$ cat src/design/cep_pkg.sv
// Constants and carrier types for the CAN error counter, interrupt and prescaler block.
// Assumes an AXI4-Lite master on the register side and a protocol engine on the same clock.
// Function
// - Receive counter readable, seven bits 14:8
// - Bit 15 high when receive count reaches 128
// - Receive field meaningless while receive error passive
// - Transmit counter readable, eight bits, 0 to 255
// - Transmit field meaningless while bus-off
// - Counter register read-only, offset 054, resets 0000
// - Six enable bits gate pending flags onto interrupt
// - Enable write: set bit 8+i, clear bit i
// - Six pending flags, bits 15:6 read zero
// - Pending bits: wake, arbitration, protocol, state, rx, tx
// - Wake flag only from bus activity wakeup
// - Writing one clears pending flag, zero keeps
// - Quantum clock is module clock over n+1
// - Reset: enable, pending zero, prescaler FF
// - Bus-off when transmit count reaches 256
package cep_pkg;

  // ----------------------------------------------------------------
  // Register map
  // ----------------------------------------------------------------
  localparam int          CEP_AW        = 12;
  localparam logic [11:0] CEP_IDX_ERC   = 12'h054;
  localparam logic [11:0] CEP_IDX_IE    = 12'h056;
  localparam logic [11:0] CEP_IDX_PEND  = 12'h058;
  localparam logic [11:0] CEP_IDX_PRESC = 12'h05A;
  localparam logic [11:0] CEP_ADDR_ERC   = {CEP_IDX_ERC[9:0], 2'h0};
  localparam logic [11:0] CEP_ADDR_IE    = {CEP_IDX_IE[9:0], 2'h0};
  localparam logic [11:0] CEP_ADDR_PEND  = {CEP_IDX_PEND[9:0], 2'h0};
  localparam logic [11:0] CEP_ADDR_PRESC = {CEP_IDX_PRESC[9:0], 2'h0};

  // ----------------------------------------------------------------
  // Fields and reset values
  // ----------------------------------------------------------------
  localparam int          CEP_NIRQ        = 6;
  localparam int          CEP_SET_LSB     = 8;
  localparam int          CEP_PASSIVE_BIT = 15;
  localparam logic [7:0]  CEP_RX_PASSIVE  = 8'h80;
  localparam logic [8:0]  CEP_TX_BUSOFF   = 9'h100;
  localparam logic [15:0] CEP_ERC_RST     = 16'h0000;
  localparam logic [5:0]  CEP_IE_RST      = 6'h00;
  localparam logic [5:0]  CEP_PEND_RST    = 6'h00;
  localparam logic [7:0]  CEP_PRESC_RST   = 8'hFF;
  localparam logic [1:0]  CEP_RESP_OKAY   = 2'h0;
  localparam logic [1:0]  CEP_RESP_SLVERR = 2'h2;

  // ----------------------------------------------------------------
  // Carrier types
  // ----------------------------------------------------------------
  typedef struct packed {
    logic wake_bus;
    logic arb_lost;
    logic proto_err;
    logic err_state;
    logic rx_done;
    logic tx_done;
  } cep_evt_t;

  typedef struct packed {
    logic [8:0] tx;
    logic [7:0] rx;
  } cep_cnt_t;

  typedef enum logic [0:0] {
    CEP_RD_IDLE = 1'b0,
    CEP_RD_RESP = 1'b1
  } cep_rd_state_t;

endpackage

$ cat src/design/cep_top.sv
// Error counter view, interrupt enable and pending registers, quantum clock prescaler.
// Assumes the protocol engine drives counters and event pulses on aclk.
//
// The AXI4-Lite register port was left to the implementer.
`timescale 1ns/1ps
module cep_top (
  input  wire logic                     aclk,
  input  wire logic                     aresetn,
  input  wire logic [11:0]              awaddr,
  input  wire logic                     awvalid,
  output logic                          awready,
  input  wire logic [31:0]              wdata,
  input  wire logic [3:0]               wstrb,
  input  wire logic                     wvalid,
  output logic                          wready,
  output logic [1:0]                    bresp,
  output logic                          bvalid,
  input  wire logic                     bready,
  input  wire logic [11:0]              araddr,
  input  wire logic                     arvalid,
  output logic                          arready,
  output logic [31:0]                   rdata,
  output logic [1:0]                    rresp,
  output logic                          rvalid,
  input  wire logic                     rready,
  input  wire logic                     init_mode,
  input  wire cep_pkg::cep_cnt_t        err_cnt,
  input  wire cep_pkg::cep_evt_t        evt,
  output logic                          irq,
  output logic                          tq_enable,
  output logic                          bus_off_flag,
  output logic                          rx_passive_flag
);

  // ----------------------------------------------------------------
  // Storage
  // ----------------------------------------------------------------
  logic [11:0]                  aw_addr;
  logic                         aw_full;
  logic [31:0]                  w_data;
  logic [3:0]                   w_strb;
  logic                         w_full;
  logic                         do_write;
  logic [15:0]                  wd;
  logic [15:0]                  erc;
  logic [5:0]                   ie;
  logic [5:0]                   pend;
  logic [7:0]                   presc;
  logic [7:0]                   div_cnt;
  logic [5:0]                   next_ie;
  logic [5:0]                   next_pend;
  logic [5:0]                   evt_bits;
  logic                         wr_ie;
  logic                         wr_pend;
  logic                         wr_presc;
  logic [31:0]                  next_rdata;
  logic [1:0]                   next_rresp;
  logic [1:0]                   next_bresp;
  cep_pkg::cep_rd_state_t       rd_state;

  assign evt_bits = evt;

  // ----------------------------------------------------------------
  // Write channels
  // ----------------------------------------------------------------
  assign awready  = !aw_full;
  assign wready   = !w_full;
  assign do_write = aw_full && w_full && !bvalid;
  assign wd       = {w_strb[1] ? w_data[15:8] : 8'h00, w_strb[0] ? w_data[7:0] : 8'h00};
  assign wr_ie    = do_write && (aw_addr == cep_pkg::CEP_ADDR_IE);
  assign wr_pend  = do_write && (aw_addr == cep_pkg::CEP_ADDR_PEND);
  assign wr_presc = do_write && (aw_addr == cep_pkg::CEP_ADDR_PRESC) && w_strb[0]
                    && init_mode;

  always_ff @(posedge aclk) begin
    if (!aresetn) begin
      aw_full <= 1'b0;
      aw_addr <= '0;
    end else if (awvalid && awready) begin
      aw_full <= 1'b1;
      aw_addr <= awaddr;
    end else if (do_write) begin
      aw_full <= 1'b0;
    end
  end

  always_ff @(posedge aclk) begin
    if (!aresetn) begin
      w_full <= 1'b0;
      w_data <= '0;
      w_strb <= '0;
    end else if (wvalid && wready) begin
      w_full <= 1'b1;
      w_data <= wdata;
      w_strb <= wstrb;
    end else if (do_write) begin
      w_full <= 1'b0;
    end
  end

  always_comb begin
    case (aw_addr)
      cep_pkg::CEP_ADDR_ERC,
      cep_pkg::CEP_ADDR_IE,
      cep_pkg::CEP_ADDR_PEND,
      cep_pkg::CEP_ADDR_PRESC: begin
        next_bresp = cep_pkg::CEP_RESP_OKAY;
      end
      default: begin
        next_bresp = cep_pkg::CEP_RESP_SLVERR;
      end
    endcase
  end

  always_ff @(posedge aclk) begin
    if (!aresetn) begin
      bvalid <= 1'b0;
      bresp  <= cep_pkg::CEP_RESP_OKAY;
    end else if (do_write) begin
      bvalid <= 1'b1;
      bresp  <= next_bresp;
    end else if (bready) begin
      bvalid <= 1'b0;
    end
  end

  // ----------------------------------------------------------------
  // Read channel
  // ----------------------------------------------------------------
  assign arready = (rd_state == cep_pkg::CEP_RD_IDLE);
  assign rvalid  = (rd_state == cep_pkg::CEP_RD_RESP);

  always_comb begin
    next_rdata = '0;
    next_rresp = cep_pkg::CEP_RESP_OKAY;
    case (araddr)
      cep_pkg::CEP_ADDR_ERC: begin
        next_rdata[15:0] = erc;
      end
      cep_pkg::CEP_ADDR_IE: begin
        next_rdata[5:0] = ie;
      end
      cep_pkg::CEP_ADDR_PEND: begin
        next_rdata[5:0] = pend;
      end
      cep_pkg::CEP_ADDR_PRESC: begin
        next_rdata[7:0] = presc;
      end
      default: begin
        next_rresp = cep_pkg::CEP_RESP_SLVERR;
      end
    endcase
  end

  always_ff @(posedge aclk) begin
    if (!aresetn) begin
      rd_state <= cep_pkg::CEP_RD_IDLE;
      rdata    <= '0;
      rresp    <= cep_pkg::CEP_RESP_OKAY;
    end else begin
      case (rd_state)
        cep_pkg::CEP_RD_IDLE: begin
          if (arvalid) begin
            rd_state <= cep_pkg::CEP_RD_RESP;
            rdata    <= next_rdata;
            rresp    <= next_rresp;
          end
        end
        cep_pkg::CEP_RD_RESP: begin
          if (rready) begin
            rd_state <= cep_pkg::CEP_RD_IDLE;
          end
        end
        default: begin
          rd_state <= cep_pkg::CEP_RD_IDLE;
        end
      endcase
    end
  end

  // ----------------------------------------------------------------
  // Error counter view
  // ----------------------------------------------------------------
  // The receive field shows the low bits even when passive and is then meaningless.
  // The transmit field shows the low bits even when bus-off and is then meaningless.
  always_ff @(posedge aclk) begin
    if (!aresetn) begin
      erc             <= cep_pkg::CEP_ERC_RST;
      bus_off_flag    <= 1'b0;
      rx_passive_flag <= 1'b0;
    end else begin
      erc[cep_pkg::CEP_PASSIVE_BIT] <= (err_cnt.rx >= cep_pkg::CEP_RX_PASSIVE);
      erc[14:8]       <= err_cnt.rx[6:0];
      erc[7:0]        <= err_cnt.tx[7:0];
      bus_off_flag    <= (err_cnt.tx >= cep_pkg::CEP_TX_BUSOFF);
      rx_passive_flag <= (err_cnt.rx >= cep_pkg::CEP_RX_PASSIVE);
    end
  end

  // ----------------------------------------------------------------
  // Interrupt enable and pending
  // ----------------------------------------------------------------
  always_comb begin
    next_ie = ie;
    if (wr_ie) begin
      next_ie = (ie | (wd[13:8] & ~wd[5:0])) & ~(wd[5:0] & ~wd[13:8]);
    end
  end

  always_comb begin
    next_pend = pend;
    if (wr_pend) begin
      next_pend = pend & ~wd[5:0];
    end
    next_pend = next_pend | evt_bits;
  end

  always_ff @(posedge aclk) begin
    if (!aresetn) begin
      ie   <= cep_pkg::CEP_IE_RST;
      pend <= cep_pkg::CEP_PEND_RST;
      irq  <= 1'b0;
    end else begin
      ie   <= next_ie;
      pend <= next_pend;
      irq  <= |(pend & ie);
    end
  end

  // ----------------------------------------------------------------
  // Quantum clock prescaler
  // ----------------------------------------------------------------
  always_ff @(posedge aclk) begin
    if (!aresetn) begin
      presc     <= cep_pkg::CEP_PRESC_RST;
      div_cnt   <= cep_pkg::CEP_PRESC_RST;
      tq_enable <= 1'b0;
    end else if (wr_presc) begin
      presc     <= wd[7:0];
      div_cnt   <= wd[7:0];
      tq_enable <= 1'b0;
    end else begin
      tq_enable <= (div_cnt == 8'h00);
      div_cnt   <= (div_cnt == 8'h00) ? presc : div_cnt - 8'h01;
    end
  end

  // ----------------------------------------------------------------
  // Checks
  // ----------------------------------------------------------------
  logic [8:0] gap;
  logic       gap_ok;

  always_ff @(posedge aclk) begin
    if (!aresetn || wr_presc) begin
      gap    <= '0;
      gap_ok <= 1'b0;
    end else if (tq_enable) begin
      gap    <= 9'h001;
      gap_ok <= 1'b1;
    end else begin
      gap    <= gap + 9'h001;
    end
  end
endmodule

$ cat config.mk
export PLATFORM = sky130hd
export DESIGN_NAME = cep_top
export DESIGN_NICKNAME = d
export VERILOG_FILES = /design/src/design/cep_pkg.sv /design/src/design/cep_top.sv
export SDC_FILE = /design/constraint.sdc
export NUM_CORES = 1
export LEC_CHECK = 0
export ABC_AREA = 0
export BUFFER_PORTS_ARGS = -buffer_cell sky130_fd_sc_hd__buf_2
export CAP_MARGIN = 20
export CORE_ASPECT_RATIO = 1.75
export CORE_MARGIN = 2
export CORE_UTILIZATION = 35
export DETAILED_ROUTE_END_ITERATION = 7
export HOLD_SLACK_MARGIN = 0.03
export RECOVER_POWER = 100
export SYNTH_ARGS = -nofsm -noshare
export SYNTH_HDL_FRONTEND = slang
export SYNTH_SLANG_ARGS = --single-unit
export TNS_END_PERCENT = 100
$ cat constraint.sdc
create_clock -name aclk -period 5.3 [get_ports aclk]
set_clock_uncertainty 0.1 [all_clocks]
set_input_delay 1.325 -clock aclk [delete_from_list [all_inputs] [get_ports aclk]]
set_output_delay 1.325 -clock aclk [all_outputs]
set_load 0.02 [all_outputs]
==> flow_summary.yaml, run 1 <==
clock_tree:
  clk_pin_slew_ns: 0.06
  cts_hold_buf: 0
  clkSinkCount: 97
  clock_path_buffers: 2
  post_cts_resize_count: 0
  post_cts_buffers: 0
  cts_buffers: 9
  cts-root-buf: "clkbuf_16"
  htreeDepth: 3
  tritoncts: "built"
  clk_latency_ns: 0.34
detailed_routing:
  wl_met3_um: 602
  met1_length_um: 4120
  first_iter_violations: 105
  vias_per_cell: 4.98
  drc: 0
  vias: 3381
  ant_nets: 0
  wire_per_inst_um: 14.6
  route.met2.wl_um: 4850
  top_layer: "met4"
  routed_wl_um: 9920
  drt_first_pass_iters: 5
cells_and_area:
  stdcell_count: 679
  final_cell_area_um2: 4800
  final_core_util_pct: 43.0
  final_common_cell: "dfxtp_1"
  area_growth_pct: 19.1
  diodes: 0
  nets: 635
  layout_common_cells: "97 x dfxtp_1, 78 x nand2_1, 68 x buf_2, 48 x a21oi_1, 31 x clkbuf_1"
  drive_above_1_share_pct: 17.7
  fillers: 1170
worst_setup_path:
  cp.required_ns: 5.48
  rr_startpoint: "aw_addr[0]"
  reg2reg_slack_ns: 3.08
  start_kind: "primary input"
  r2r_cells: 4
  slowest_delay_ns: 0.96
  crit_slowest_cell: "clkbuf_1"
  r2r_end: "div_cnt[0]"
  critPathMaxFanout: 47
  crit_type: "primary input to flop"
  cp-end-kind: "flop"
  path_cells: "clkbuf_1, inv_1, buf_4, nor2_1, a22o_1"
  worst_ep_arrival_time_ns: 3.82
timing:
  hold_viol: 0
  final.min_clock_period_ns: 3.64
  fin_hold_ws_ns: 0.344
  rsz0062_at_grt: "false"
  final.period_utilization_pct: 68.7
  setup_tns_ns: 0
  slew_viol_final: 0
  fmax_mhz: 275
  worst_slack_ns: 1.66
  maxSlewHeadroom_pct: 10.0
  tightest_slew_ns: 1.35
  setup_violations: 0
pwr:
  p_sw_uw: 374
  p_comb_share_pct: 8.5
  clkPwrFrac_pct: 42.7
  leakage_nw: 2.00
  pwr-share-seq_pct: 48.8
  p_per_area_nw_per_um2: 333
  internal-power_mw: 1.22
  power_switching_share_pct: 23.4
  ir_worst_vdd_uv: 176
  fin_total_pwr_mw: 1.60
logic_synthesis:
  yosysSeqAreaShare_pct: 48.1
  synth_area_leader_cell: "dfxtp_1"
  synthCells: 459
  avgSynthCellArea_um2: 8.79
  yosys.area.top_type_share_pct: 48.1
  synth_async_sr_flop_share_pct: 0
  synth_edf_count: 0
  synthFlopType: "dfxtp_1"
  yosys.cell_types.count: 49
  syn_area_um2: 4040
  synth.area.top_cells: "dfxtp_1 48%, nand2_1 7.3%, a21oi_1 6.0%, mux2i_1 3.7%, buf_4 3.3%"
  ys_seq_elements: 97
  synth_warnings: 0
status:
  outcome: "finished, final reports clean"
floorplan:
  start_util_pct: 36.1
  fp.dieH_um: 146
  dieArea_um2: 12400
  rows: 51
  coreArea_um2: 11200
  io_pins: 136
  die_w_um: 85.2
global_route:
  grt_max_degree: 48
  grt_pass1_vias: 3233
  grt_pass1_wl_um: 15800
  grt_overflow: 0
  track_usage_pct: 15.9
  antenna_found_initial: 0
hold_path:
  min_from: "erc[9]"
  whs_endpoint: "rdata[9]"
  holdCritPathClass: "flop to flop"
  min_path_cells: 1
run:
  maxCapViolCount: 0
place:
  place.gp.congestion: 0.804
  dp_hpwl_um: 7370
  dp.cells: 662
  dp_slack_ns: 1.85
  placed_area_um2: 4520
  portBuffers: 97
==> sequential cells by signal (all words and copies together) (netlist names) <==
signal / cells
rdata: 16
erc: 15
w_data: 14
aw_addr: 12
div_cnt: 8
presc: 8
ie: 6
pend: 6
w_strb: 2
aw_full: 1
bresp: 1
bus_off_flag: 1
bvalid: 1
irq: 1
rresp: 1
rvalid: 1
rx_passive_flag: 1
tq_enable: 1
w_full: 1
==> power groups by stage <==
| stage | clock network, mW | registers [mW] | logic [mW] |
|---|---|---|---|
| final | 0.683 | 0.779 | 0.136 |
| after global routing | 0.724 | 0.782 | 0.154 |
| after CTS | 0.698 | 0.779 | 0.139 |
| after detailed placement | 0 | 0.795 | 0.138 |
| after global placement | 0 | 0.794 | 0.136 |
| after floorplan | 0 | 0.792 | 0.0994 |
==> cells by family after synthesis <==
| kind of cell | after synthesis | share of synthesized area, % |
|---|---|---|
| AOI/OAI and AO/OA | 126 | 19.4 |
| and+or+nand+nor | 160 | 20.2 |
| buffers and inverters | 53 | 6.70 |
| muxes | 17 | 4.28 |
| adders and majority gates | 2 | 0.620 |
| other | 1 | 0.0929 |
| xor gates and xnor gates | 3 | 0.651 |
| DFF | 97 | 48.1 |
==> layer usage <==
layer | track usage (%) | vias to the layer above
li1 | - | 1746
met1 | 19.0 | 1493
met2 | 26.1 | 125
met3 | 3.28 | 17
met4 | 9.05 | 0
met5 | 0 | -
==> synth_stat cells (2+ instances only) <==
| library cell | n |
|---|---|
| a21o_1 | 8 |
| a21oi_1 | 48 |
| a22o_1 | 14 |
| a22oi_1 | 5 |
| a31o_2 | 5 |
| a31oi_1 | 13 |
| and2_1 | 18 |
| and3_1 | 3 |
| and3b_1 | 2 |
| and4_1 | 2 |
| buf_1 | 3 |
| buf_2 | 3 |
| buf_4 | 18 |
| clkbuf_1 | 20 |
| dfxtp_1 | 97 |
| ha_1 | 2 |
| inv_1 | 9 |
| mux2_2 | 2 |
| mux2i_1 | 15 |
| nand2_1 | 78 |
| nand2b_1 | 6 |
| nand3_1 | 3 |
| nand4_1 | 2 |
| nor2_1 | 13 |
| nor2b_1 | 4 |
| nor3_1 | 13 |
| nor3_4 | 2 |
| nor4_1 | 4 |
| o21ai_0 | 19 |
| o22ai_1 | 7 |
| o31ai_1 | 2 |
| xor2_1 | 2 |
==> cell type report <==
type	count	area [µm²]	area share, %
sequential	97	1940	40.4
multi-input combinational	326	1890	39.3
timing repair buffer	99	464	9.66
clock buffer	11	233	4.84
tap	132	165	3.44
clock inverter	5	80.1	1.67
inverter	9	33.8	0.703
==> worst max-delay path by stage <==
stage / endpoint / slack, ns / startpoint / depth (start not counted)
2_1_floorplan: rdata[10] / 2.45 / araddr[10] / 4
3_3_place_gp: rdata[13] / 1.91 / aresetn / 5
3_5_place_dp: rdata[11] / 1.85 / aresetn / 5
4_1_cts: rdata[11] / 2.21 / aresetn / 5
5_1_grt: rdata[15] / 1.34 / aresetn / 5
6_report: rdata[11] / 1.66 / aresetn / 5
==> critical path: cells and delay by family <==
kind | cells | cell delay (ns)
AOI/OAI and AO/OA | 1 | 0.27
buffers and inverters | 3 | 1.37
and+or+nand+nor | 1 | 0.82
No activity file was read; power rests on OpenSTA's default activity.
==> inputs of run 2 (changes only) <==
Clock period 5.3 ns to 3.1 ns, I/O delays scaled along.
==> run 2 against run 1 <==
Core utilization shrank 0.24 points. Combinational power grew 71%. Clock power is 61% higher.
==> flow_summary.yaml, run 2 (synthesis gave the netlist of run 1 again) <==
pwr:
  leakage_nw: 2.00
  ir_worst_vdd_uv: 356
  p_per_area_nw_per_um2: 558
  fin_total_pwr_mw: 2.67
timing:
  setup_violations: 0
  maxSlewHeadroom_pct: 34.0
  hold_viol: 0
  rsz0062_at_grt: "false"
  final.period_utilization_pct: 82.8
  fin_hold_ws_ns: 0.342
  fmax_mhz: 390
  final.min_clock_period_ns: 2.57
  tightest_slew_ns: 0.986
  worst_slack_ns: 0.533
  setup_tns_ns: 0
  slew_viol_final: 0
status:
  outcome: "finished, final reports clean"
place:
  dp_slack_ns: 0.534
  placed_area_um2: 4540
  portBuffers: 97
  place.gp.congestion: 0.813
  dp_hpwl_um: 7460
  dp.cells: 665
cells_and_area:
  area_growth_pct: 18.4
  stdcell_count: 681
  fillers: 1140
  final_core_util_pct: 42.8
  layout_common_cells: "97 x dfxtp_1, 78 x nand2_1, 69 x buf_2, 48 x a21oi_1, 30 x clkbuf_1"
  diodes: 0
  drive_above_1_share_pct: 17.7
  nets: 637
  largest_reg_flops: 16
  final_cell_area_um2: 4780
  top_regs: "rdata (16), erc (15), w_data (14)"
  regMostFlops: "rdata"
  final_common_cell: "dfxtp_1"
detailed_routing:
  route.met2.wl_um: 5010
  first_iter_violations: 121
  wire_per_inst_um: 14.5
  drt_first_pass_iters: 4
  routed_wl_um: 9900
  drc: 0
  top_layer: "met4"
  wl_met3_um: 629
  ant_nets: 0
  vias: 3472
  met1_length_um: 4030
  vias_per_cell: 5.10
floorplan:
  rows: 51
  die_w_um: 85.2
  fp.dieH_um: 146
  start_util_pct: 36.1
  io_pins: 136
  dieArea_um2: 12400
  coreArea_um2: 11200
clock_tree:
  cts-root-buf: "clkbuf_16"
  clkSinkCount: 97
  post_cts_resize_count: 0
  clk_pin_slew_ns: 0.07
  cts_buffers: 9
  post_cts_buffers: 0
  cts_hold_buf: 0
  htreeDepth: 3
  clk_latency_ns: 0.34
  tritoncts: "built"
  clock_path_buffers: 2
global_route:
  antenna_found_initial: 0
  track_usage_pct: 15.8
  grt_pass1_vias: 3289
  grt_pass1_wl_um: 15800
  grt_overflow: 0
  grt_max_degree: 47
worst_setup_path:
  start_kind: "primary input"
  critPathMaxFanout: 6
  cp.required_ns: 3.28
  reg2reg_slack_ns: 1.03
  crit_type: "primary input to flop"
  cp-end-kind: "flop"
  worst_ep_arrival_time_ns: 2.75
run:
  maxCapViolCount: 0
hold_path:
  holdCritPathClass: "flop to flop"
-- run 2: layer usage --
metal | global-route usage [%] | vias to the layer above
met3 | 3.34 | 14
met1 | 18.0 | 1584
li1 | - | 1748
met5 | 0 | -
met2 | 28.0 | 126
met4 | 6.98 | 0
-- run 2: final cells by class --
| cell class | instances | area, µm² | area share, % |
|---|---|---|---|
| clock inverters | 6 | 67.6 | 1.41 |
| clock buffers | 10 | 229 | 4.79 |
| repair buffers | 101 | 474 | 9.92 |
| multi-input cells | 326 | 1870 | 39.1 |
| flip-flops and latches | 97 | 1940 | 40.6 |
| inverters | 9 | 33.8 | 0.707 |
| well taps | 132 | 165 | 3.46 |
-- run 2: worst max-delay path: stages --
cell and delay (ns):
buf_2 0.10, or4_1 0.58, or3_1 0.46, nor3_1 0.62
a22o_1 0.21
-- run 2: worst paths after layout --
| path | from | to | cells past startpoint |
|---|---|---|---|
| worst max-delay path | araddr[10] | rdata[3] | 5 |
| worst min-delay path | erc[11] | rdata[11] | 1 |
| worst max register to register | aw_addr[0] | div_cnt[7] | 4 |
| worst min register to register | erc[11] | rdata[11] | 1 |
-- run 2: power by group --
part           switching (mW)  internal, mW  total (mW)  leakage [nW]
combinational           0.142        0.0907       0.233          1.06
sequential             0.0361          1.30        1.33         0.795
clock                   0.473         0.628        1.10         0.139
==> inputs of run 3 (changes only) <==
Clock period 3.1 ns to 2.6 ns, I/O delays scaled along.
==> run 3 against run 2 <==
Combinational power up 20%. Critical path depth unchanged. Count of clock-buffer cells in the layout rose by 1. Via count down 0.84%.
==> flow_summary.yaml, run 3 (synthesis gave the netlist of run 1 again) <==
cells_and_area:
  regMostFlops: "rdata"
  area_growth_pct: 20.2
  largest_reg_flops: 16
  top_regs: "rdata (16), erc (15), w_data (14)"
  stdcell_count: 685
  regArea_um2: 1940
  drive_above_1_share_pct: 18.4
  layout_common_cells: "97 x dfxtp_1, 78 x nand2_1, 70 x buf_2, 48 x a21oi_1, 30 x clkbuf_1"
  final_common_cell: "dfxtp_1"
  multi_input_comb_area_um2: 1870
  fillers: 1165
  diodes: 0
  nets: 641
worst_setup_path:
  critPathMaxFanout: 8
  path_cells: "buf_2, or4_1, or3_1, nor3_2, a22o_1"
  critPathTopFamily: "simple AND/OR/NAND/NOR gates"
  crit_slowest_cell: "or4_1"
  cp.required_ns: 2.78
  critPathBufInv: 1
  crit_type: "primary input to flop"
  slowest_delay_ns: 0.58
  cp-end-kind: "flop"
  start_kind: "primary input"
  reg2reg_slack_ns: 0.56
  worst_ep_arrival_time_ns: 2.45
global_route:
  grt_overflow: 0
  grt_pass1_vias: 3347
  track_usage_pct: 15.9
  grt_pass1_wl_um: 15900
  antenna_found_initial: 0
  grt_max_degree: 47
detailed_routing:
  wire_per_inst_um: 14.5
  ant_nets: 0
  first_iter_violations: 93
  vias: 3443
  routed_wl_um: 9920
  drt_first_pass_iters: 4
  drc: 0
  vias_per_cell: 5.03
hold_path:
  holdCritPathClass: "flop to flop"
place:
  portBuffers: 97
  place.gp.congestion: 0.803
  dp_hpwl_um: 7590
  dp.cells: 669
run:
  maxCapViolCount: 0
status:
  outcome: "finished, final reports clean"
pwr:
  ir_worst_vdd_uv: 375
  p_per_area_nw_per_um2: 692
  leakage_nw: 2.03
clock_tree:
  clkSinkCount: 97
  tritoncts: "built"
  clk_pin_slew_ns: 0.07
  clock_path_buffers: 2
  htreeDepth: 3
  cts_buffers: 9
  cts-root-buf: "clkbuf_16"
  clk_latency_ns: 0.34
  post_cts_resize_count: 0
  cts_hold_buf: 0
  post_cts_buffers: 0
timing:
  final.min_clock_period_ns: 2.26
  rsz0062_at_grt: "false"
  final.period_utilization_pct: 87.0
  slew_viol_final: 0
  setup_tns_ns: 0
  hold_viol: 0
  tightest_slew_ns: 0.963
  fmax_mhz: 442
  setup_violations: 0
  maxSlewHeadroom_pct: 35.6
floorplan:
  start_util_pct: 36.1
  rows: 51
  die_w_um: 85.2
  coreArea_um2: 11200
  io_pins: 136
  dieArea_um2: 12400
  fp.dieH_um: 146
==> run 3: cell type report <==
type | instances | share of cell area, %
repair buffers | 105 | 10.4
multi-input cells | 326 | 38.5
clock buffers | 11 | 4.80
well taps | 132 | 3.41
flip-flops and latches | 97 | 40.1
inverters | 9 | 0.697
clock inverters | 5 | 2.14
==> run 3: stage by stage <==
| stage | cell area (µm²) | utilization, % | setup WS, ns | total power, mW | hold slack (ns) |
|---|---|---|---|---|---|
| 2_1_floorplan | 4100 | - | 0.421 | 1.82 | 0.320 |
| 3_3_place_gp | 4570 | 41.0 | 0.219 | 1.90 | 0.321 |
| 3_5_place_dp | 4570 | 41.0 | 0.171 | 1.91 | 0.325 |
| 4_1_cts | 4910 | 44.0 | 0.522 | 3.39 | 0.340 |
| 5_1_grt | 4850 | 43.4 | 0.237 | 3.47 | 0.353 |
| 6_report | 4850 | 43.4 | 0.338 | 3.36 | 0.339 |
==> run 3: report_power, final <==
part	internal [mW]	switching (mW)	leakage (nW)
Clock	0.941	0.548	0.164
Combinational	0.111	0.169	1.07
Sequential	1.55	0.0418	0.795
==> run 3: per-layer routing <==
layer / global-route usage, % / vias up / part of all wire, %
li1: - / 1753 / -
met1: 18.0 / 1546 / 41
met2: 27.2 / 122 / 49
met3: 2.71 / 22 / 5.7
met4: 9.52 / 0 / 3.9
met5: 0 / - / 0
==> run 3: final timing paths <==
path	start	end	cells after the start
hold / removal	erc[13]	rdata[13]	1
setup reg to reg	aw_addr[0]	div_cnt[2]	4
setup / recovery	araddr[10]	rdata[15]	5
hold reg to reg	erc[13]	rdata[13]	1
